<file path="src/verilog/fault_seq_pkg.sv">
// Package for the power switch fault sequencer: constants, modes and carriers.
// Assumes a single 40 MHz clock and digital comparator results from the analog front end.
package fault_seq_pkg;
   localparam int CLK_FREQ_HZ = 40_000_000;
   localparam int THERM_RETRY_MS = 512;
   localparam int THERM_RETRY_CYC = THERM_RETRY_MS * (CLK_FREQ_HZ / 1000);
   localparam int RETRY_CYCLES = 32;
   localparam logic [5:0] RETRY_LAST = 6'(RETRY_CYCLES - 1);
   localparam int APB_AW = 8;
   localparam logic [7:0] REG_CTRL = 8'h00;
   localparam logic [7:0] REG_STAT = 8'h04;
   localparam int CFG_W = 4;
   localparam logic [3:0] CFG_RESET = 4'h0;

   typedef enum logic [2:0] {C_IDLE, C_CHARGE, C_RETRY_DIS, C_RETRY_CHG, C_LATCHED} cur_e;
   typedef enum logic [1:0] {T_OK, T_HOT, T_RETRY, T_LATCHED} therm_e;

   typedef struct packed {
      logic hs_sense;
      logic simple_drv;
      logic latch_off;
      logic precharge_var;
   } cfg_s;

   typedef struct packed {
      logic drive_control_in;
      logic precharge_control_in;
      logic enable_level_in;
      logic warn_lvl;
      logic short_lvl;
      logic gate_good;
      logic tmr_flag;
      logic tmr_trip;
      logic tmr_low;
      logic temp_hot;
      logic temp_cool;
   } pin_in_s;

   typedef struct packed {
      logic main_gate_source;
      logic main_gate_sink;
      logic pre_gate_source;
      logic pre_gate_sink;
      logic charge_pump_en;
   } gate_s;

   typedef struct packed {
      logic chg_fast;
      logic chg_slow;
      logic sink_slow;
      logic dis_sw;
   } tmr_s;
endpackage : fault_seq_pkg

</file>
<file path="src/verilog/power_switch_fault_sequencer.sv">
// Fault sequencer for a high-side gate driver with an APB register port.
// Assumes comparator results and control pins arrive asynchronously and are
// synchronised here; timer thresholds come from analog comparators.
//
// Overview of operation
// - Sense above warning set point starts fast timer charge.
// - Timer at flag level drives current fault flag low.
// - Timer at trip level turns main gate off, then retry starts.
// - Retry alternates slow sink to low level, slow source to trip level.
// - After 32 retry cycles gate returns on and current flag releases.
// - Overcurrent ending before trip keeps gate on and discharges timer.
// - Latch-off configuration keeps gate off after fault until latch reset.
// - Drive low or enable low clears latch, counter, discharges timer.
// - After latch reset, gate pull-up follows next drive high.
// - Short circuit pulls gate low and asserts current flag together.
// - After short circuit, same retry or latch as overcurrent.
// - Enable high gives active mode with pump, drivers, protections on.
// - Enable low gives shutdown: pump, drivers, protections off, gates sunk.
// - Non-precharge variant at 150 C sinks gate, asserts thermal flag.
// - Non-precharge variant at 130 C waits 512 ms, then releases.
// - Precharge variant over-temperature latches both gates off until shutdown or simple driver configuration.
// - Drive input low holds main gate sink active.
// - Simple driver configuration disables all protections.
// - High-side sensing waits for gate good before using short comparator.
// - Precharge input low sinks the precharge gate.
`timescale 1ns/1ps
`default_nettype none
module power_switch_fault_sequencer
#(
   parameter int THERM_RETRY = fault_seq_pkg::THERM_RETRY_CYC
)
(
   input wire logic mclk,
   input wire logic arst_n,
   input wire fault_seq_pkg::pin_in_s pins,
   input wire logic psel,
   input wire logic penable,
   input wire logic pwrite,
   input wire logic [fault_seq_pkg::APB_AW-1:0] paddr,
   input wire logic [31:0] pwdata,
   output logic pready,
   output logic pslverr,
   output logic [31:0] prdata,
   output fault_seq_pkg::gate_s gates,
   output fault_seq_pkg::tmr_s timer,
   output logic current_fault_flag_n,
   output logic thermal_fault_flag_n
);
   import fault_seq_pkg::*;

   typedef struct packed {
      pin_in_s sync1;
      pin_in_s sync2;
      cfg_s cfg;
      cur_e cur;
      therm_e therm;
      logic [5:0] retry_cnt;
      logic [24:0] tcnt;
      gate_s gates;
      tmr_s timer;
      logic cur_flag_n;
      logic therm_flag_n;
      logic pready;
      logic pslverr;
      logic [31:0] prdata;
   } st_s;

   localparam st_s ST_RST = '{cur: C_IDLE, therm: T_OK, cfg: CFG_RESET,
      gates: '{main_gate_sink: 1'b1, pre_gate_sink: 1'b1, default: 1'b0},
      cur_flag_n: 1'b1, therm_flag_n: 1'b1, default: '0};
   localparam logic [24:0] THERM_LAST = 25'(THERM_RETRY - 1);

   st_s st;
   st_s next_st;
   pin_in_s s;
   logic active;
   logic prot;
   logic sc;
   logic main_on;
   logic pre_on;
   cur_e fault_dest;

   // Only the second synchroniser stage is ever looked at.
   assign s = st.sync2;
   assign active = s.enable_level_in;
   assign prot = ~st.cfg.simple_drv;

   always_comb
   begin
      next_st = st;
      next_st.sync1 = pins;
      next_st.sync2 = st.sync1;
      // Register access: one wait state, answer registered with pready.
      next_st.pready = 1'b0;
      next_st.pslverr = 1'b0;
      next_st.prdata = 32'h0000_0000;
      if (psel && penable && !st.pready)
      begin
         next_st.pready = 1'b1;
         case (paddr)
            REG_CTRL: next_st.prdata = {28'h000_0000, st.cfg};
            REG_STAT: next_st.prdata = {18'h0_0000, st.therm, st.cur, st.retry_cnt,
               st.cur_flag_n, st.therm_flag_n, st.gates.main_gate_source};
            default: next_st.pslverr = 1'b1;
         endcase
      end
      if (psel && penable && st.pready && pwrite && paddr == REG_CTRL)
      begin
         next_st.cfg = cfg_s'(pwdata[CFG_W-1:0]);
      end
      // A short is believed only once the gate is enhanced in high-side sensing.
      sc = s.short_lvl && (!st.cfg.hs_sense || s.gate_good) && st.gates.main_gate_source;
      fault_dest = st.cfg.latch_off ? C_LATCHED : C_RETRY_DIS;
      if (!active)
      begin
         // Shutdown clears every fault state, including both latches.
         next_st.cur = C_IDLE;
         next_st.therm = T_OK;
         next_st.retry_cnt = 6'h00;
         next_st.tcnt = 25'h000_0000;
      end
      else if (!prot)
      begin
         next_st.cur = C_IDLE;
         next_st.therm = T_OK;
         next_st.retry_cnt = 6'h00;
         next_st.tcnt = 25'h000_0000;
      end
      else
      begin
         case (st.cur)
            C_IDLE:
            begin
               if (sc)
               begin
                  next_st.cur = fault_dest;
               end
               else if (s.warn_lvl && st.gates.main_gate_source)
               begin
                  next_st.cur = C_CHARGE;
               end
            end
            C_CHARGE:
            begin
               if (sc || s.tmr_trip)
               begin
                  next_st.cur = fault_dest;
               end
               else if (!s.warn_lvl)
               begin
                  next_st.cur = C_IDLE;
               end
            end
            C_RETRY_DIS:
            begin
               if (s.tmr_low)
               begin
                  next_st.cur = C_RETRY_CHG;
               end
            end
            C_RETRY_CHG:
            begin
               if (s.tmr_trip)
               begin
                  if (st.retry_cnt == RETRY_LAST)
                  begin
                     next_st.cur = C_IDLE;
                     next_st.retry_cnt = 6'h00;
                  end
                  else
                  begin
                     next_st.cur = C_RETRY_DIS;
                     next_st.retry_cnt = st.retry_cnt + 6'h01;
                  end
               end
            end
            C_LATCHED:
            begin
               if (!s.drive_control_in)
               begin
                  next_st.cur = C_IDLE;
                  next_st.retry_cnt = 6'h00;
               end
            end
            default: next_st.cur = C_IDLE;
         endcase
         case (st.therm)
            T_OK:
            begin
               if (s.temp_hot)
               begin
                  next_st.therm = st.cfg.precharge_var ? T_LATCHED : T_HOT;
               end
            end
            T_HOT:
            begin
               if (s.temp_cool)
               begin
                  next_st.therm = T_RETRY;
                  next_st.tcnt = 25'h000_0000;
               end
            end
            T_RETRY:
            begin
               if (s.temp_hot)
               begin
                  next_st.therm = T_HOT;
               end
               else if (st.tcnt == THERM_LAST)
               begin
                  next_st.therm = T_OK;
               end
               else
               begin
                  next_st.tcnt = st.tcnt + 25'h000_0001;
               end
            end
            T_LATCHED: next_st.therm = T_LATCHED;
            default: next_st.therm = T_OK;
         endcase
      end
      // Fault states override the drive input; the gate follows the next state.
      main_on = active && s.drive_control_in && next_st.therm == T_OK &&
         (next_st.cur == C_IDLE || next_st.cur == C_CHARGE);
      pre_on = active && st.cfg.precharge_var && s.precharge_control_in &&
         next_st.therm != T_LATCHED;
      next_st.gates.main_gate_source = main_on;
      next_st.gates.main_gate_sink = !main_on;
      next_st.gates.pre_gate_source = pre_on;
      next_st.gates.pre_gate_sink = !pre_on;
      next_st.gates.charge_pump_en = active;
      next_st.timer.chg_fast = next_st.cur == C_CHARGE;
      next_st.timer.chg_slow = next_st.cur == C_RETRY_CHG;
      next_st.timer.sink_slow = next_st.cur == C_RETRY_DIS;
      next_st.timer.dis_sw = next_st.cur == C_IDLE;
      next_st.cur_flag_n = !(next_st.cur == C_RETRY_DIS || next_st.cur == C_RETRY_CHG ||
         next_st.cur == C_LATCHED || (next_st.cur == C_CHARGE && s.tmr_flag));
      next_st.therm_flag_n = next_st.therm == T_OK;
   end

   always_ff @(posedge mclk or negedge arst_n)
   begin
      if (!arst_n)
      begin
         st <= ST_RST;
      end
      else
      begin
         st <= next_st;
      end
   end

   assign pready = st.pready;
   assign pslverr = st.pslverr;
   assign prdata = st.prdata;
   assign gates = st.gates;
   assign timer = st.timer;
   assign current_fault_flag_n = st.cur_flag_n;
   assign thermal_fault_flag_n = st.therm_flag_n;
endmodule : power_switch_fault_sequencer
`default_nettype wire

</file>
<file path="config.mk">
export PLATFORM = sky130hd
export DESIGN_NAME = power_switch_fault_sequencer
export DESIGN_NICKNAME = d
export VERILOG_FILES = /design/src/verilog/fault_seq_pkg.sv /design/src/verilog/power_switch_fault_sequencer.sv
export SDC_FILE = /design/constraint.sdc
export NUM_CORES = 1
export LEC_CHECK = 0
export ABC_AREA = 1
export BUFFER_PORTS_ARGS = -buffer_cell sky130_fd_sc_hd__buf_2
export CORE_MARGIN = 3
export CORE_UTILIZATION = 55
export DETAILED_ROUTE_END_ITERATION = 16
export PLACE_DENSITY = 0.78
export SYNTH_ARGS = -nofsm -noshare
export SYNTH_HDL_FRONTEND = slang
export SYNTH_SLANG_ARGS = --single-unit
export TNS_END_PERCENT = 1
</file>
<file path="constraint.sdc">
create_clock -name mclk -period 2.8 [get_ports mclk]
set_clock_uncertainty 0.05 [all_clocks]
set_input_delay 0.56 -clock mclk [delete_from_list [all_inputs] [get_ports mclk]]
set_output_delay 0.56 -clock mclk [all_outputs]
set_load 0.005 [all_outputs]
</file>
==> Implementation_results.wiki, run 1 <==
{| class="wikitable"
! Metric !! Value
|-
| TritonCTS clock tree || done
|-
| Startpoint of the most critical setup path || st[45]
|-
| Fraction of power consumed by the clock network || 0.417
|-
| Buffer depth of the longest clock path || 2
|-
| First-pass DRT Iterations || 7
|-
| Source-to-sink clock delay at the later pin of the worst-skew pair || roughly 0.36 ns
|-
| Cell at the root of the clock tree || sky130_fd_sc_hd__clkbuf_8
|-
| Clk slew on worst S/H paths || about 0.10 ns
|-
| Predominant post-synthesis flop cell || sky130_fd_sc_hd__dfrtp_1
|-
| Status || complete, no violations
|-
| Cell internal power dissipation || ~1.8 mW
|-
| Share of cells above drive strength 1 || 0.157
|-
| Gpl congestion || between 0.9 and 1
|-
| Number of antenna violations at the first check in global routing || 0
|-
| Total of buffers placed on input and output ports || 54
|-
| Net Sw Power || around 0.56 mW
|-
| Via count || around 3.8k
|-
| Endpoints failing hold || 0
|-
| Vias per std cell || 5.29
|-
| Library cells used by synthesis || 39
|-
| Fraction of registers with async set/reset || 1.00
|-
| DP Wirelength || 7610 um
|-
| Net count, final || a little under 700
|-
| Type of element capturing the critical path || register
|-
| Clock buffer count from CTS || 9
|-
| Remaining routing DRC violations || 0
|-
| First-pass GRT wire length || 17200 um
|-
| Remaining antenna violation count after routing || 0
|-
| Setup TNS || 0 ns
|-
| Iteration-0 DRC count of the detailed router || 320
|-
| Area after detailed placement || 4800 sq um
|-
| Cells traversed along the worst timing path || ha_1 -> inv_2 -> nor2_4 -> nand2_2 -> nor2_4 -> nand4_2 -> nand2_2 -> nand2_4 -> buf_4 -> a21oi_1 -> nor2_1
|-
| Worst voltage drop across the vdd grid || slightly above 0.3 mV
|-
| Ports placed on the boundary || 101
|-
| Fin crit share || 0.862
|-
| Clk sink count || about 90
|-
| Global route total overflow || 0
|-
| Kind of path behind the tightest hold check || in -> async
|-
| Die Area || 9470 sq um
|-
| List of most frequent post-synthesis cells || sky130_fd_sc_hd__nand2_1 (121), sky130_fd_sc_hd__dfrtp_1 (85), sky130_fd_sc_hd__inv_1 (69), sky130_fd_sc_hd__nor2_1 (66), sky130_fd_sc_hd__nand3_1 (58)
|-
| Mean Syn Cell Area || ~8 sq um
|-
| Proportion of netlist area held by the largest area contributor || 0.464
|-
| Via count of the first global-routing pass || 3628
|-
| Synth warn || 0
|-
| Die X-Extent || 97.3 um
|-
| Final critical path time including I/O delays and setup || between 2 and 2.5 ns
|-
| Highest Clock Rate || just over 400 MHz
|-
| Final setup fails || 0
|-
| Relative slew margins || 0.450
|-
| Tightest hold margin || roughly 0.15 ns
|-
| FF-to-FF Start || st[45]
|-
| Chip height || approximately 100 um
|-
| Total global routing track utilization || 0.222
|-
| Biggest fanout along the worst timing path || 14
|-
| Largest cells by area after synthesis || sky130_fd_sc_hd__dfrtp_1 (46%), sky130_fd_sc_hd__nand2_1 (9.9%), sky130_fd_sc_hd__buf_4 (7.0%), sky130_fd_sc_hd__nand3_1 (6.3%), sky130_fd_sc_hd__inv_1 (5.6%)
|-
| Sequential power share || 0.546
|-
| Switching share of power || 0.231
|-
| Pin slew with the least headroom to its limit || about 0.8 ns
|-
| Endpoint of the most critical register-to-register path || st[57]
|-
| Kind of launch point of the worst setup path || register
|-
| Total core area || roughly 7900 sq um
|-
| Routed wirelength normalized by instance count || approximately 14 um
|-
| WP data arrival || between 2 and 3 ns
|-
| Cell type with the largest total area after synthesis || sky130_fd_sc_hd__dfrtp_1
|-
| Register area share after synthesis || 0.487
|-
| Number of standard-cell rows in the floorplan || 32
|-
| Number of H-tree levels || 3
|-
| Worst Reg2Reg Path Length in Cells || 11
|-
| #FFs+latches synth || 89
|-
| RSZ-0062 raised after global routing || false
|-
| Reported max-cap violation count || 0
|-
| Flop2flop setup slack || between 0.3 and 0.4 ns
|-
| Number of buffers and inverters on the critical path || 2
|-
| Number of setup buffers added after CTS || 0
|-
| Synthesized area || 4590 sq um
|-
| Endpoint required time on the critical path || 3.01 ns
|-
| EDFF count, synth || 0
|-
| Gate family responsible for the most delay along the worst path || simple AND/OR/NAND/NOR gates
|-
| Post-Synthesis Cells || about 570
|-
| Final design instance area without fill || ~5000 sq um
|-
| Leakage power of the design || roughly 2.4 nW
|-
| Longest individual stage delay on the worst path || about 0.45 ns
|-
| Library cell contributing the largest single delay on the critical path || sky130_fd_sc_hd__dfrtp_1
|-
| Count of hold buffers inserted by post-cts repair || 0
|-
| Area growth from synthesis to layout || 9.74%
|-
| Most common cell in the netlist || sky130_fd_sc_hd__nand2_1
|-
| Resized cells post-CTS || 0
|-
| Initial Util || 0.578
|-
| Post-Route WL || approximately 10000 um
|-
| Maximum number of pins on one net before global-route repair || 48
|-
| Diode insertion count for antenna repair || 0
|-
| Power share of the combinational group || 0.037
|-
| Max-slew violation count || 0
|-
| Pwr/cell area || about 480 nW/um^2
|-
| Type of the worst setup path || reg -> reg
|}
[power by group through the flow]
| stage | Clock, mW | Combinational, mW | Sequential, mW |
|---|---|---|---|
| floorplan | 0 | 0.0513 | 1.34 |
| global placement | 0 | 0.0876 | 1.34 |
| detailed placement | 0 | 0.0895 | 1.34 |
| CTS | 1.02 | 0.0898 | 1.31 |
| global route | 1.08 | 0.103 | 1.32 |
| finish | 1.00 | 0.0886 | 1.31 |
[per-stage QoR]
stage | instances | setup WS [ns] | total power, mW | utilization
final | 721 | 0.386 | 2.41 | 0.635
after floorplan | 588 | 0.808 | 1.39 | -
after global routing | 721 | 0.241 | 2.50 | 0.635
after detailed placement | 705 | 0.428 | 1.43 | 0.606
after global placement | 705 | 0.485 | 1.43 | 0.606
after CTS | 721 | 0.412 | 2.42 | 0.635
[state kept, by name (all words and copies together), names as in the netlist]
signal,flops
st,40
prdata,14
next_st,11
s,10
gates,5
timer,4
active,1
current_fault_flag_n,1
pready,1
pslverr,1
thermal_fault_flag_n,1
[cells in the final DEF, fill, tap and decap left out, types with 3 or more instances in the layout]
master,n
sky130_fd_sc_hd__nand3_1,58
sky130_fd_sc_hd__clkbuf_8,9
sky130_fd_sc_hd__nand4_1,7
sky130_fd_sc_hd__dfstp_2,4
sky130_fd_sc_hd__buf_2,53
sky130_fd_sc_hd__inv_1,69
sky130_fd_sc_hd__nor3_1,29
sky130_fd_sc_hd__o21ai_1,4
sky130_fd_sc_hd__o21ai_0,15
sky130_fd_sc_hd__a21oi_1,23
sky130_fd_sc_hd__nor2_1,66
sky130_fd_sc_hd__nand2_2,3
sky130_fd_sc_hd__nand2_1,121
sky130_fd_sc_hd__ha_1,6
sky130_fd_sc_hd__dfrtp_1,85
sky130_fd_sc_hd__xor2_1,6
sky130_fd_sc_hd__conb_1,18
sky130_fd_sc_hd__buf_4,11
[metal layers]
| layer | vias up | part of all wire | track usage |
|---|---|---|---|
| met5 | - | 0 | 0 |
| met4 | 0 | 0.015 | 0.0522 |
| met3 | 20 | 0.077 | 0.0474 |
| met2 | 178 | 0.44 | 0.345 |
| met1 | 1760 | 0.47 | 0.321 |
| li1 | 1857 | - | - |
[kinds of logic after synthesis]
family	after synthesis	synth area share
adders and majority gates	6	0.0164
buffers and inverters	123	0.138
other	1	0.000818
xor gates and xnor gates	6	0.0115
AOI/OAI and AO/OA	55	0.0688
and+or+nand+nor	291	0.278
DFF	89	0.487
[layout make-up]
cell class                      count  area [sq um]
Sequential cell                    89          2230
Timing Repair Buffer               66           388
Tap cell                          102           128
Clock buffer                       10           128
Clock inverter                      6           103
Multi-Input combinational cell    376          1780
Inverter                           72           270
Fill cell                         695          2900
[worst max path at each step]
stage / endpoint / slack [ns] / cells past startpoint
floorplan: st[65] / 0.81 / 9
global placement: st[57] / 0.48 / 11
detailed placement: st[57] / 0.43 / 11
CTS: st[57] / 0.41 / 11
global route: st[45] / 0.24 / 12
finish: st[57] / 0.39 / 11
No activity file was read; power rests on OpenSTA's default activity.
==> run 2, diff against run 1 <==
--- a/config.mk
+++ b/config.mk
@@ -10,4 +10,5 @@
 export CORE_MARGIN = 3
 export CORE_UTILIZATION = 55
+export CTS_CLUSTER_SIZE = 25
 export DETAILED_ROUTE_END_ITERATION = 16
 export PLACE_DENSITY = 0.78
==> constraint.sdc (replaced) <==
create_clock -name mclk -period 2.8 [get_ports mclk]
set_clock_uncertainty 0.05 [all_clocks]
set_input_delay 0.42 -clock mclk [delete_from_list [all_inputs] [get_ports mclk]]
set_output_delay 0.42 -clock mclk [all_outputs]
set_load 0.005 [all_outputs]
==> run 2 against run 1 <==
Compared with the run above:
- fmax rose by 1.7%
- worst hold slack got worse by 0.16 ns
- largest power group unchanged
- the run now ends with hold timing left
- utilization fell by 0.71 points
- final area is 1.1% lower
- die area stayed put
- via count is 1.3% lower
- routed wire length shrank 4.3%
- global-route usage shrank 0.13 points
==> Implementation_results.wiki, run 2 (same netlist as run 1, synthesis figures left out) <==
{| class="wikitable"
! Metric !! Value
|-
| Clock buffer count from CTS || 9 (unchanged)
|-
| Diode insertion count for antenna repair || 0 (unchanged)
|-
| Most frequent cells in the layout || sky130_fd_sc_hd__nand2_1 (121), sky130_fd_sc_hd__dfrtp_1 (85), sky130_fd_sc_hd__inv_1 (69), sky130_fd_sc_hd__nor2_1 (66), sky130_fd_sc_hd__nand3_1 (58)
|-
| Via count of the first global-routing pass || 3768 (+3.9%)
|-
| Count of hold buffers inserted by post-cts repair || 0 (unchanged)
|-
| Total global routing track utilization || 0.220 (-0.00133)
|-
| Fin crit share || 0.847 (-0.0146)
|-
| Endpoints failing hold || 6 (+6)
|-
| Iteration-0 DRC count of the detailed router || 228 (-29%)
|-
| Kind of launch point of the worst setup path || register
|-
| Endpoint of the most critical register-to-register path || st[49]
|-
| TritonCTS clock tree || done
|-
| Post-Route WL || 9970 um (-4.3%)
|-
| Final critical path time including I/O delays and setup || 2.37 ns (-0.0408 ns)
|-
| DP Wirelength || 7370 um (-3.2%)
|-
| FF-to-FF Start || st[45]
|-
| Endpoint required time on the critical path || 3.02 ns (about the same)
|-
| Gpl congestion || 0.963 (+4.6%)
|-
| Library cell contributing the largest single delay on the critical path || sky130_fd_sc_hd__dfrtp_1
|-
| Initial Util || 0.578 (unchanged)
|-
| Filler Cell Count || 682 (-1.9%)
|-
| Max reg flops || 40 (unchanged)
|-
| Number of H-tree levels || 3 (unchanged)
|-
| Share of cells above drive strength 1 || 0.156 (-0.00111)
|-
| Highest Clock Rate || 421 MHz (+1.7%)
|-
| Commonest non-fill, non-tap cell in the layout || sky130_fd_sc_hd__nand2_1
|-
| Final design instance area without fill || 4980 sq um (-1.1%)
|-
| Worst voltage drop across the vdd grid || 0.394 mV (+28%)
|-
| Ports placed on the boundary || 101 (unchanged)
|-
| Fin util || 0.628 (-0.00710)
|-
| Net count, final || 674 (-0.30%)
|-
| Number of standard cells in the layout, taps in and fillers out || 719 (-0.28%)
|-
| Reported max-cap violation count || 0 (unchanged)
|-
| Via count || 3767 (-1.3%)
|-
| First-pass DRT Iterations || 5 (-2)
|-
| Type of element capturing the critical path || register
|-
| Total core area || 7930 sq um (unchanged)
|-
| Number of setup buffers added after CTS || 0 (unchanged)
|-
| Clk slew on worst S/H paths || 0.10 ns (about the same)
|-
| Buffer depth of the longest clock path || 2 (unchanged)
|-
| Status || finished with violations
|-
| Clk sink count || 89 (unchanged)
|-
| Die X-Extent || 97.3 um (unchanged)
|-
| Pwr/cell area || 454 nW/um^2 (-5.0%)
|-
| WP data arrival || 2.59 ns (-0.03 ns)
|-
| Biggest fanout along the worst timing path || 14 (unchanged)
|-
| Tightest hold margin || -0.00704 ns (-0.158 ns)
|-
| Area growth from synthesis to layout || 8.51%
|-
| Routed wirelength normalized by instance count || 13.9 um (-4.1%)
|-
| RSZ-0062 raised after global routing || false
|-
| Relative slew margins || 0.440 (-0.00976)
|-
| Remaining antenna violation count after routing || 0 (unchanged)
|-
| Source-to-sink clock delay at the later pin of the worst-skew pair || 0.37 ns (about the same)
|-
| Die Area || 9470 sq um (unchanged)
|-
| Number of antenna violations at the first check in global routing || 0 (unchanged)
|-
| Multi-input combinational cell area || 1780 sq um (unchanged)
|-
| Area after detailed placement || 4790 sq um (-0.31%)
|-
| Max-slew violation count || 0 (unchanged)
|-
| Failing checks || hold timing
|-
| Final setup fails || 0 (unchanged)
|-
| Total placed cells including tap cells || 703 (-0.28%)
|-
| Vias per std cell || 5.24 (-0.98%)
|-
| Setup TNS || 0 ns (unchanged)
|-
| Worst Reg2Reg Path Length in Cells || 11 (unchanged)
|-
| Area of all sequential standard cells || 2230 sq um (unchanged)
|-
| Kind of path behind the tightest hold check || in -> async
|-
| Pin slew with the least headroom to its limit || 0.828 ns (+0.0144 ns)
|-
| Remaining routing DRC violations || 0 (unchanged)
|-
| Longest individual stage delay on the worst path || 0.46 ns (about the same)
|-
| Global route total overflow || 0 (unchanged)
|-
| Flop2flop setup slack || 0.43 ns (+0.04 ns)
|-
| First-pass GRT wire length || 17100 um (-0.92%)
|-
| Largest register by flop count || st
|-
| Resized cells post-CTS || 0 (unchanged)
|-
| Cells traversed along the worst timing path || ha_1 -> inv_2 -> nor2_4 -> nand2_2 -> nor2_4 -> nand4_2 -> nand2_2 -> nand2_4 -> buf_4 -> a21oi_1 -> nor2_1
|-
| Leakage power of the design || 2.40 nW (-1.2%)
|-
| Number of standard-cell rows in the floorplan || 32 (unchanged)
|-
| Type of the worst setup path || reg -> reg
|-
| Chip height || 97.3 um (unchanged)
|-
| Cell at the root of the clock tree || sky130_fd_sc_hd__clkbuf_8
|-
| Total of buffers placed on input and output ports || 54 (unchanged)
|-
| Maximum number of pins on one net before global-route repair || 51 (+6.3%)
|}
run 2: changes by cell type in the layout (fill, tap and decap cells not counted):
cell	before	now
sky130_fd_sc_hd__inv_8	0	2
sky130_fd_sc_hd__clkbuf_1	1	0
sky130_fd_sc_hd__clkinv_8	1	0
sky130_fd_sc_hd__clkinv_4	2	1
sky130_fd_sc_hd__buf_4	11	9
sky130_fd_sc_hd__clkinvlp_4	0	1
sky130_fd_sc_hd__bufinv_16	2	0
sky130_fd_sc_hd__inv_6	1	3
run 2: metal layers:
metal	wire length, um	up-vias	track usage
li1	-	1848	-
met5	0	-	0
met4	184	0	0.0820
met3	709	16	0.0524
met1	4630	1767	0.310
met2	4450	136	0.335
run 2: per-stage QoR:
step	power (mW)	setup WS [ns]	hold WS, ns
finish	2.26	0.427	-0.00704
global placement	1.43	0.534	0.283
floorplan	1.39	0.808	0.0744
CTS	2.29	0.462	0.00967
detailed placement	1.43	0.482	0.286
global route	2.36	0.289	0.0281
run 2: area by class of cell:
cell class | count | area share
tap | 102 | 0.0256
clock buffer | 9 | 0.0249
multi-input combinational | 376 | 0.359
timing repair buffer | 64 | 0.0749
inverter | 72 | 0.0543
sequential | 89 | 0.449
clock inverter | 7 | 0.0131
run 2: worst max path at each step:
stage	startpoint	to	slack [ns]	depth (start not counted)
2_1_floorplan	st[76]	st[65]	0.81	9
3_3_place_gp	st[45]	st[57]	0.53	11
3_5_place_dp	st[45]	st[49]	0.48	11
4_1_cts	st[45]	st[49]	0.46	11
5_1_grt	st[45]	st[47]	0.29	11
6_report	st[45]	st[49]	0.43	11
run 2: critical path: cells and delay by family, from the launching register on:
| kind | cells | cell delay (ns) |
|---|---|---|
| compound gates | 1 | 0.14 |
| fa+ha+maj | 1 | 0.35 |
| buf+inv | 2 | 0.30 |
| flops | 1 | 0.46 |
| simple gates | 7 | 0.96 |
run 2: power breakdown:
| group | internal (mW) | switching [mW] |
|---|---|---|
| Sequential | 1.31 | 0.00990 |
| Combinational | 0.0275 | 0.0608 |
| Clock | 0.346 | 0.511 |
| Total | 1.68 | 0.582 |
